--- src/hw/tpw_defs.svh ---
/*
 tpw_defs.svh: register offsets, field positions and reset values
 of the three-phase pwm timing unit.
 assumes: included by bare name wherever these numbers are needed.
*/
`ifndef TPW_DEFS_SVH
`define TPW_DEFS_SVH

// register byte offsets on the plain register port
`define TPW_ADDR_W 5
`define TPW_A_CTRL 5'h00
`define TPW_A_STAT 5'h04
`define TPW_A_PER 5'h08
`define TPW_A_DT 5'h0c
`define TPW_A_DUTY_A 5'h10
`define TPW_A_DUTY_B 5'h14
`define TPW_A_DUTY_C 5'h18
`define TPW_A_MASK 5'h1c

// field positions
`define TPW_CTRL_MODE_BIT 2
`define TPW_STAT_HALF_BIT 0
`define TPW_MASK_W 6

// reset values
`define TPW_RST_WORD 16'h0000
`define TPW_RST_DT 10'h000
`define TPW_RST_MASK 6'h00

`endif

--- src/hw/tpw_pkg.sv ---
/*
 tpw_pkg: types shared by the pwm timing unit files.
 assumes: compiled before any module that imports it.
*/
package tpw_pkg;

    // half-cycle sequencer, one-hot
    typedef enum logic [2:0] {
        TPW_IDLE   = 3'b001,
        TPW_FIRST  = 3'b010,
        TPW_SECOND = 3'b100
    } tpw_state_t;

endpackage

--- src/hw/tpw_phase_cmp.sv ---
/*
 tpw_phase_cmp: threshold compare of one output pair.
 assumes: counter runs up in the first half, down in the second;
 duty is two's complement, all inputs come from the same clock.
*/
`timescale 1ns/1ps

module tpw_phase_cmp
    import tpw_pkg::*;
#(
    parameter int CNT_W = 16,  // counter and duty width
    parameter int DT_W  = 10   // dead-time width
) (
    input  wire logic [CNT_W-1:0] cnt,   // center counter
    input  wire logic [CNT_W-1:0] per,   // latched half period
    input  wire logic [CNT_W-1:0] duty,  // latched duty, signed
    input  wire logic [DT_W-1:0]  dt,    // latched dead time
    output logic                  hi_on, // high side commanded on
    output logic                  lo_on  // low side commanded on
);

    // headroom so thresholds never wrap
    localparam int TW = CNT_W + 3;

    logic signed [TW-1:0] half_s;  // half of the half period
    logic signed [TW-1:0] duty_s;  // sign-extended duty
    logic signed [TW-1:0] dt_s;    // zero-extended dead time
    logic signed [TW-1:0] cnt_s;   // counter as signed
    logic signed [TW-1:0] thr_hi;  // high side turns on at or above
    logic signed [TW-1:0] thr_lo;  // low side on below

    assign half_s = $signed(TW'(per >> 1));
    assign duty_s = TW'(signed'(duty));
    assign dt_s   = $signed(TW'(dt));
    assign cnt_s  = $signed(TW'(cnt));

    // both edges move away from the duty instant by dt
    assign thr_hi = half_s - duty_s + dt_s;
    assign thr_lo = half_s - duty_s - dt_s;

    // a threshold past either end pins the output: 0% or 100%
    assign hi_on = cnt_s >= thr_hi;
    assign lo_on = cnt_s < thr_lo;

endmodule

--- src/hw/tpw_timing_unit.sv ---
/*
 tpw_timing_unit: three-phase center-based pwm timing unit with
 dead time, single and double update, sync pulse and half status.
 assumes: one clock, synchronous active-low reset, a register master
 that keeps strobes one cycle long and never issues both at once.
*/
// Chosen here: the placing of the registers and the strobed register port.
// Functional notes
// - one 10-bit dead-time register for all pairs
// - dead gap is twice the dead-time value
// - values up to 0x3FF, zero means no gap
// - control bit 2 picks double update, reset single
// - one sync per period latches all settings but the update mode bit
// - sync also latches output disable mask
// - double mode adds midpoint sync with latching
// - status bit 0 shows second half
// - three 16-bit duty registers, one per phase
// - outputs active high
// - both edges shifted equally by dead time
// - on times follow period plus twice duty terms
// - on times clamp between zero and full period
// - double mode halves use their own values
// - phases b and c built like phase a
// - outputs held off until four registers written
// - period write starts timer, first sync offset
// - double mode doubles the sync rate
// - period register counts one half period
`timescale 1ns/1ps
`include "tpw_defs.svh"

module tpw_timing_unit
    import tpw_pkg::*;
#(
    parameter int CNT_W = 16,  // period, duty and data width
    parameter int DT_W  = 10   // dead-time width
) (
    input  wire logic                  ref_clk,          // core clock
    input  wire logic                  nrst,             // sync reset
    input  wire logic [`TPW_ADDR_W-1:0] addr,            // byte address
    input  wire logic [CNT_W-1:0]      wr_data,          // write data
    input  wire logic                  wr_en,            // write strobe
    input  wire logic                  rd_en,            // read strobe
    output logic [CNT_W-1:0]           rd_data,          // read data
    output logic                       high_side_a,      // gate a high
    output logic                       low_side_a,       // gate a low
    output logic                       high_side_b,      // gate b high
    output logic                       low_side_b,       // gate b low
    output logic                       high_side_c,      // gate c high
    output logic                       low_side_c,       // gate c low
    output logic                       cycle_sync_pulse  // sync pulse
);

    // software-visible registers
    logic [CNT_W-1:0]       half_period_count_ff;  // half period
    logic [DT_W-1:0]        dead_time_count_ff;    // dead time
    logic [CNT_W-1:0]       duty_ff [3];           // duty a, b, c
    logic [`TPW_MASK_W-1:0] output_enable_mask_ff; // set bit = off
    logic                   mode_double_ff;        // update mode
    logic [3:0]             written_ff;            // period, duties

    // values latched at each sync
    logic [CNT_W-1:0]       per_sh_ff;         // half period
    logic [DT_W-1:0]        dt_sh_ff;          // dead time
    logic [CNT_W-1:0]       duty_sh_ff [3];    // duties
    logic [`TPW_MASK_W-1:0] mask_sh_ff;        // disable mask

    // sequencer and outputs
    tpw_state_t             st_ff;             // half-cycle state
    logic [CNT_W-1:0]       cnt_ff;            // center counter
    logic                   run_ff;            // outputs allowed
    logic                   sync_ff;           // sync pulse flop
    logic [2:0]             hs_ff;             // high-side flops
    logic [2:0]             ls_ff;             // low-side flops
    logic [CNT_W-1:0]       rd_data_ff;        // read data flop
    logic [CNT_W-1:0]       nxt_rd_data;       // read mux

    // decoded events
    logic                   per_wr;            // period write
    logic                   start_evt;         // timer start
    logic                   mid_evt;           // last first-half count
    logic                   end_evt;           // last second-half count
    logic                   sync_evt;          // sync this cycle
    logic                   load_evt;          // shadows load
    logic [CNT_W-1:0]       live_per;          // period incl. write
    logic [2:0]             hi_on;             // compare, high side
    logic [2:0]             lo_on;             // compare, low side

    // duty slot of an address, 3 when none; used by write and read
    function automatic logic [1:0] duty_slot(
        input logic [`TPW_ADDR_W-1:0] a
    );
        logic [1:0] s;
        s = 2'h3;
        if (a == `TPW_A_DUTY_A) begin
            s = 2'h0;
        end else if (a == `TPW_A_DUTY_B) begin
            s = 2'h1;
        end else if (a == `TPW_A_DUTY_C) begin
            s = 2'h2;
        end
        return s;
    endfunction

    assign per_wr    = wr_en && (addr == `TPW_A_PER);
    assign live_per  = per_wr ? wr_data : half_period_count_ff;
    assign start_evt = (st_ff == TPW_IDLE) && per_wr;
    assign mid_evt   = (st_ff == TPW_FIRST)
                       && (cnt_ff >= per_sh_ff - 16'h0001);
    assign end_evt   = (st_ff == TPW_SECOND) && (cnt_ff == '0);
    // midpoint sync only in double mode
    assign sync_evt  = end_evt || (mid_evt && mode_double_ff);
    assign load_evt  = sync_evt || start_evt;

    // register writes; values are live at once, used at next sync, except the mode bit, used at once
    always_ff @(posedge ref_clk) begin
        if (!nrst) begin
            half_period_count_ff  <= `TPW_RST_WORD;
            dead_time_count_ff    <= `TPW_RST_DT;
            output_enable_mask_ff <= `TPW_RST_MASK;
            mode_double_ff        <= 1'b0;
            for (int i = 0; i < 3; i++) begin
                duty_ff[i] <= `TPW_RST_WORD;
            end
        end else if (wr_en) begin
            // unmapped addresses are ignored
            if (addr == `TPW_A_CTRL) begin
                mode_double_ff <= wr_data[`TPW_CTRL_MODE_BIT];
            end
            if (addr == `TPW_A_PER) begin
                half_period_count_ff <= wr_data;
            end
            if (addr == `TPW_A_DT) begin
                // full 10-bit range, zero allowed
                dead_time_count_ff <= wr_data[DT_W-1:0];
            end
            if (addr == `TPW_A_MASK) begin
                output_enable_mask_ff <= wr_data[`TPW_MASK_W-1:0];
            end
            if (duty_slot(addr) != 2'h3) begin
                duty_ff[duty_slot(addr)] <= wr_data;
            end
        end
    end

    // write-once tracking of period and three duties
    always_ff @(posedge ref_clk) begin
        if (!nrst) begin
            written_ff <= 4'h0;
            run_ff     <= 1'b0;
        end else begin
            if (per_wr) begin
                written_ff[0] <= 1'b1;
            end
            if (wr_en && (duty_slot(addr) != 2'h3)) begin
                written_ff[duty_slot(addr) + 2'h1] <= 1'b1;
            end
            // counters run meanwhile, outputs wait for all four
            run_ff <= &written_ff;
        end
    end

    // shadow latch at start and at every sync edge
    always_ff @(posedge ref_clk) begin
        if (!nrst) begin
            per_sh_ff  <= `TPW_RST_WORD;
            dt_sh_ff   <= `TPW_RST_DT;
            mask_sh_ff <= `TPW_RST_MASK;
            for (int i = 0; i < 3; i++) begin
                duty_sh_ff[i] <= `TPW_RST_WORD;
            end
        end else if (load_evt) begin
            // a period write in the same cycle is taken along
            per_sh_ff  <= live_per;
            dt_sh_ff   <= dead_time_count_ff;
            mask_sh_ff <= output_enable_mask_ff;
            for (int i = 0; i < 3; i++) begin
                duty_sh_ff[i] <= duty_ff[i];
            end
        end
    end

    // center counter: up in first half, down in second half
    always_ff @(posedge ref_clk) begin
        if (!nrst) begin
            st_ff  <= TPW_IDLE;
            cnt_ff <= '0;
        end else begin
            unique case (st_ff)
                TPW_IDLE: begin
                    if (per_wr) begin
                        st_ff <= TPW_FIRST;
                        // single starts mid first half: first sync at
                        // 1.5 periods; double at 0 so midpoint comes
                        // after one period value
                        cnt_ff <= mode_double_ff ? '0 : (wr_data >> 1);
                    end
                end
                TPW_FIRST: begin
                    if (mid_evt) begin
                        st_ff <= TPW_SECOND;
                        // double mode second half takes new period
                        cnt_ff <= (mode_double_ff ? live_per : per_sh_ff)
                                  - 16'h0001;
                    end else begin
                        cnt_ff <= cnt_ff + 16'h0001;
                    end
                end
                TPW_SECOND: begin
                    if (end_evt) begin
                        st_ff  <= TPW_FIRST;
                        cnt_ff <= '0;
                    end else begin
                        cnt_ff <= cnt_ff - 16'h0001;
                    end
                end
                default: begin
                    // illegal one-hot code recovers to idle
                    st_ff  <= TPW_IDLE;
                    cnt_ff <= '0;
                end
            endcase
        end
    end

    // one-cycle sync pulse, rises with the new half
    always_ff @(posedge ref_clk) begin
        if (!nrst) begin
            sync_ff <= 1'b0;
        end else begin
            sync_ff <= sync_evt;
        end
    end

    // identical compare for every phase
    for (genvar g = 0; g < 3; g++) begin : g_phase
        tpw_phase_cmp #(
            .CNT_W (CNT_W),
            .DT_W  (DT_W)
        ) u_cmp (
            .cnt   (cnt_ff),
            .per   (per_sh_ff),
            .duty  (duty_sh_ff[g]),
            .dt    (dt_sh_ff),
            .hi_on (hi_on[g]),
            .lo_on (lo_on[g])
        );
    end

    // gate flops; mask bit 5-2i kills high i, 4-2i kills low i
    always_ff @(posedge ref_clk) begin
        if (!nrst) begin
            hs_ff <= 3'h0;
            ls_ff <= 3'h0;
        end else begin
            for (int i = 0; i < 3; i++) begin
                // high level means switch on
                hs_ff[i] <= run_ff && (st_ff != TPW_IDLE) && hi_on[i]
                            && !mask_sh_ff[5 - 2*i];
                ls_ff[i] <= run_ff && (st_ff != TPW_IDLE) && lo_on[i]
                            && !mask_sh_ff[4 - 2*i];
            end
        end
    end

    // read mux; unmapped addresses read zero
    always_comb begin
        nxt_rd_data = '0;
        if (addr == `TPW_A_CTRL) begin
            nxt_rd_data[`TPW_CTRL_MODE_BIT] = mode_double_ff;
        end
        if (addr == `TPW_A_STAT) begin
            nxt_rd_data[`TPW_STAT_HALF_BIT] = (st_ff == TPW_SECOND);
        end
        if (addr == `TPW_A_PER) begin
            nxt_rd_data = half_period_count_ff;
        end
        if (addr == `TPW_A_DT) begin
            nxt_rd_data[DT_W-1:0] = dead_time_count_ff;
        end
        if (addr == `TPW_A_MASK) begin
            nxt_rd_data[`TPW_MASK_W-1:0] = output_enable_mask_ff;
        end
        if (duty_slot(addr) != 2'h3) begin
            nxt_rd_data = duty_ff[duty_slot(addr)];
        end
    end

    // read data stands only in the cycle after the strobe
    always_ff @(posedge ref_clk) begin
        if (!nrst) begin
            rd_data_ff <= '0;
        end else begin
            rd_data_ff <= rd_en ? nxt_rd_data : '0;
        end
    end

    assign rd_data          = rd_data_ff;
    assign high_side_a      = hs_ff[0];
    assign low_side_a       = ls_ff[0];
    assign high_side_b      = hs_ff[1];
    assign low_side_b       = ls_ff[1];
    assign high_side_c      = hs_ff[2];
    assign low_side_c       = ls_ff[2];
    assign cycle_sync_pulse = sync_ff;
endmodule

--- config.mk ---
export PLATFORM = sky130hd
export DESIGN_NAME = tpw_timing_unit
export DESIGN_NICKNAME = d
export VERILOG_FILES = /design/src/hw/tpw_pkg.sv /design/src/hw/tpw_phase_cmp.sv /design/src/hw/tpw_timing_unit.sv
export VERILOG_INCLUDE_DIRS = /design/src /design/src/hw
export SDC_FILE = /design/constraint.sdc
export NUM_CORES = 1
export LEC_CHECK = 0
export ABC_AREA = 1
export BUFFER_PORTS_ARGS = -buffer_cell sky130_fd_sc_hd__buf_2
export CAP_MARGIN = 10
export CORE_MARGIN = 5
export CORE_UTILIZATION = 60
export DETAILED_ROUTE_END_ITERATION = 10
export PLACE_DENSITY = 0.77
export SYNTH_ARGS = -nofsm -noshare
export SYNTH_HDL_FRONTEND = slang
export SYNTH_HIERARCHICAL = 1
export SYNTH_SLANG_ARGS = --single-unit
--- constraint.sdc ---
create_clock -name ref_clk -period 5.32 [get_ports ref_clk]
set_input_delay 1.064 -clock ref_clk [delete_from_list [all_inputs] [get_ports ref_clk]]
set_output_delay 1.064 -clock ref_clk [all_outputs]
set_load 0.02 [all_outputs]
==> results.txt <==
reg2reg start: per_sh_ff[1]$_SDFFE_PN0P_
Setup violations, final: 0
register area share after synthesis: 0.271
worst hold stages: 2
Post-CTS Setup Bufs: 0
DP HPWL: 51100 microns
area of the mapped netlist: 0.0198 sq mm
fin nets: 3153
critical path class: reg2reg
distinct cell type count after synthesis: 63
CTS Buf Count: 25
Layout Area Growth over Synthesis: 7.54%
vias in the first global route: 18100
CTS tree: built
Buffers on Ports: 47
Post-Synthesis Cells: 2857
Avg Inst Size Synth: 6.92 sq um
CP startpoint: per_sh_ff[1]$_SDFFE_PN0P_
Post-Synth Adder-Cell Area: 0.149
Synth Area in Compound Gates: 0.114
Die Wd: 192 microns
post-route insts no fill: 3359
DR DRC count: 0
core box area: 0.0325 sq mm
total power: 5080 uW
global-route wire length before repair: 98900 microns
pre-CTS setup slack: 0.565 ns
largest net degree at the start of global routing: 81
WL final: 64400 microns
CP required: 5.77 ns
Max Cap Viol: 0
Top cell by count, worst path: nand2_1
Post-synth EDFFs: 104
Worst IR Drop VDD: 0.000333 V
synth warn: 6
initial drt markers: 1819
Clock Sinks: 216
Data arrival, critical path: 5.32 ns
Final Wtd Congestion: 1.01
wire length per cell: 19.2 microns
crit-path max FO: 6
GRT Util Overall: 0.346
ANT nets after route: 0
Crit. End Element: register
cts hold-fix bufs: 0
type of the worst min-delay path: reg2reg
initial antenna violation count: 1
DIE AREA: 0.0367 sq mm
Pwr Density: 239 mW/mm^2
Peak Freq: 205 MHz
RSZ-0062 raised after global routing: no
final worst path period share: 0.916
Worst-Margin Slew: 0.989 ns
H-tree depth: 1
Final Hold Fails: 0
clk buf depth: 3
Pre-Repair DR Iteration Count: 6
post-synthesis simple-gate area fraction: 0.300
CP peak stage delay: 0.49 ns
number of diodes: 0
FF-to-FF path depth: 29
multiplexer area fraction after synthesis: 0
crit path max-delay cell type: fa_1
#FFs+latches synth: 216
final instance area: 0.0213 sq mm
share of layout cells above drive strength 1: 0.0905
status: finished clean
Clock Latency Late Sink: 0.54 ns
Primary FF master, synth: dfxtp_1
Reg clk slew, reported paths: 0.07 ns
Leakage: 0.0110 uW
post-CTS sizing: 0
post-route setup slack: 0.445 ns
Worst Clk Skew: 0.0130 ns
via count: 19000
dpl cells: 3313
largest family of logic cells by synthesized area: simple AND/OR/NAND/NOR gates
Die H: 192 microns
headroom to the max-slew limit: 0.338
IO Pins: 48
FP Rows: 66
Hold Crit Start: written_ff[1]$_SDFFE_PN0P_
Final Critical Period: 4.88 ns
vias per cell: 5.67
Overflow after GRT: 0
Setup Total Neg Slack: 0 ns
Post-Synth XOR/XNOR Area: 0.0563
pins over their slew limit: 0
Placed Area: 0.0204 sq mm
Fill cells: 3026
CP Launch Type: register
ys async rst share: 0
Root Buffer: clkbuf_16
starting density of the core: 0.608
-- metrics by stage --
| step | hold slack [ns] | util |
|---|---|---|
| 2_1_floorplan | 0.414 | - |
| 3_3_place_gp | 0.433 | 0.628 |
| 3_5_place_dp | 0.434 | 0.628 |
| 4_1_cts | 0.443 | 0.653 |
| 5_1_grt | 0.472 | 0.653 |
| 6_report | 0.445 | 0.653 |
-- power by group --
| part | internal [uW] | switching, uW | total (uW) |
|---|---|---|---|
| clock network | 964 | 757 | 1720 |
| registers | 1810 | 92.4 | 1910 |
| logic | 471 | 979 | 1450 |
-- registers in the layout (all words and copies together), names as in the netlist, 3 cells and up --
signal	count
hs_ff	3
written_ff	4
ls_ff	3
duty_sh_ff	48
per_sh_ff	16
half_period_count_ff	16
cnt_ff	16
duty_ff	56
dead_time_count_ff	10
output_enable_mask_ff	6
dt_sh_ff	10
st_ff	3
rd_data	16
mask_sh_ff	6
-- path summary, 6_finish.rpt --
check	to	slack (ns)
setup / recovery	ls_ff[1]$_SDFF_PN0_	0.44
hold / removal	written_ff[1]$_SDFFE_PN0P_	0.44
hold reg to reg	written_ff[1]$_SDFFE_PN0P_	0.44
setup reg to reg	ls_ff[1]$_SDFF_PN0_	0.44
-- cells in the mapped netlist, types with 19 or more instances --
library cell	instances	area, sq um
nor2_2	19	119
edfxtp_1	104	3120
dfxtp_1	112	2240
ha_1	221	2770
buf_2	25	125
nand2_1	686	2570
clkbuf_1	25	93.8
nand3_1	146	731
nand4_1	37	231
inv_1	462	1730
o21ai_0	120	601
nor2_1	291	1090
nor3_1	39	195
nand2_2	41	257
xor2_1	110	963
a21oi_1	171	856
-- cell type report --
class / instances / area, sq um / share of cell area
clock buffers: 33 / 717 / 0.0337
clock inverters: 13 / 101 / 0.00477
inverters: 480 / 1800 / 0.0849
multi-input cells: 2103 / 12300 / 0.578
flip-flops and latches: 216 / 5370 / 0.252
well taps: 442 / 553 / 0.0260
repair buffers: 72 / 435 / 0.0205
-- critical path, delay by kind of cell (launching register included) --
family	cells	cell delay [ns]
AOI/OAI and AO/OA	5	0.82
xor gates and xnor gates	2	0.36
adders and majority gates	4	1.27
buffers and inverters	3	0.35
DFF	1	0.37
and+or+nand+nor	15	1.58
-- cells in the final DEF (no fill, tap or decap), types with 12 or more instances in the layout --
cell	synthesis	layout
buf_4	7	24
nor2_4	12	12
buf_2	25	47
o21ai_1	17	17
ha_1	221	221
xor2_1	110	110
nand3_1	146	146
inv_2	15	15
nand2_1	686	686
a31oi_1	15	15
edfxtp_1	104	104
nand3_2	17	17
dfxtp_1	112	112
clkbuf_16	0	26
nand2_2	41	41
nor3_1	39	39
o21ai_0	120	120
inv_1	462	462
xnor2_1	17	17
a21oi_1	171	171
nor2_2	19	19
nor2_1	291	291
nand4_1	37	37
-- cell families (layout without fill, tap and decap cells) --
kind of cell,Yosys count,in the layout
buffers and inverters,545,598
DFF,216,216
and+or+nand+nor,1337,1337
xor gates and xnor gates,127,127
adders and majority gates,230,230
other,1,8
AOI/OAI and AO/OA,401,401
-- routing by layer --
| metal | share of wire | up-vias | track usage |
|---|---|---|---|
| met5 | 0.00020 | - | 0 |
| met4 | 0.048 | 2 | 0.143 |
| met3 | 0.075 | 138 | 0.0394 |
| met2 | 0.46 | 793 | 0.574 |
| met1 | 0.42 | 8836 | 0.462 |
| li1 | - | 9279 | - |
(Power assumes the default switching activity.)
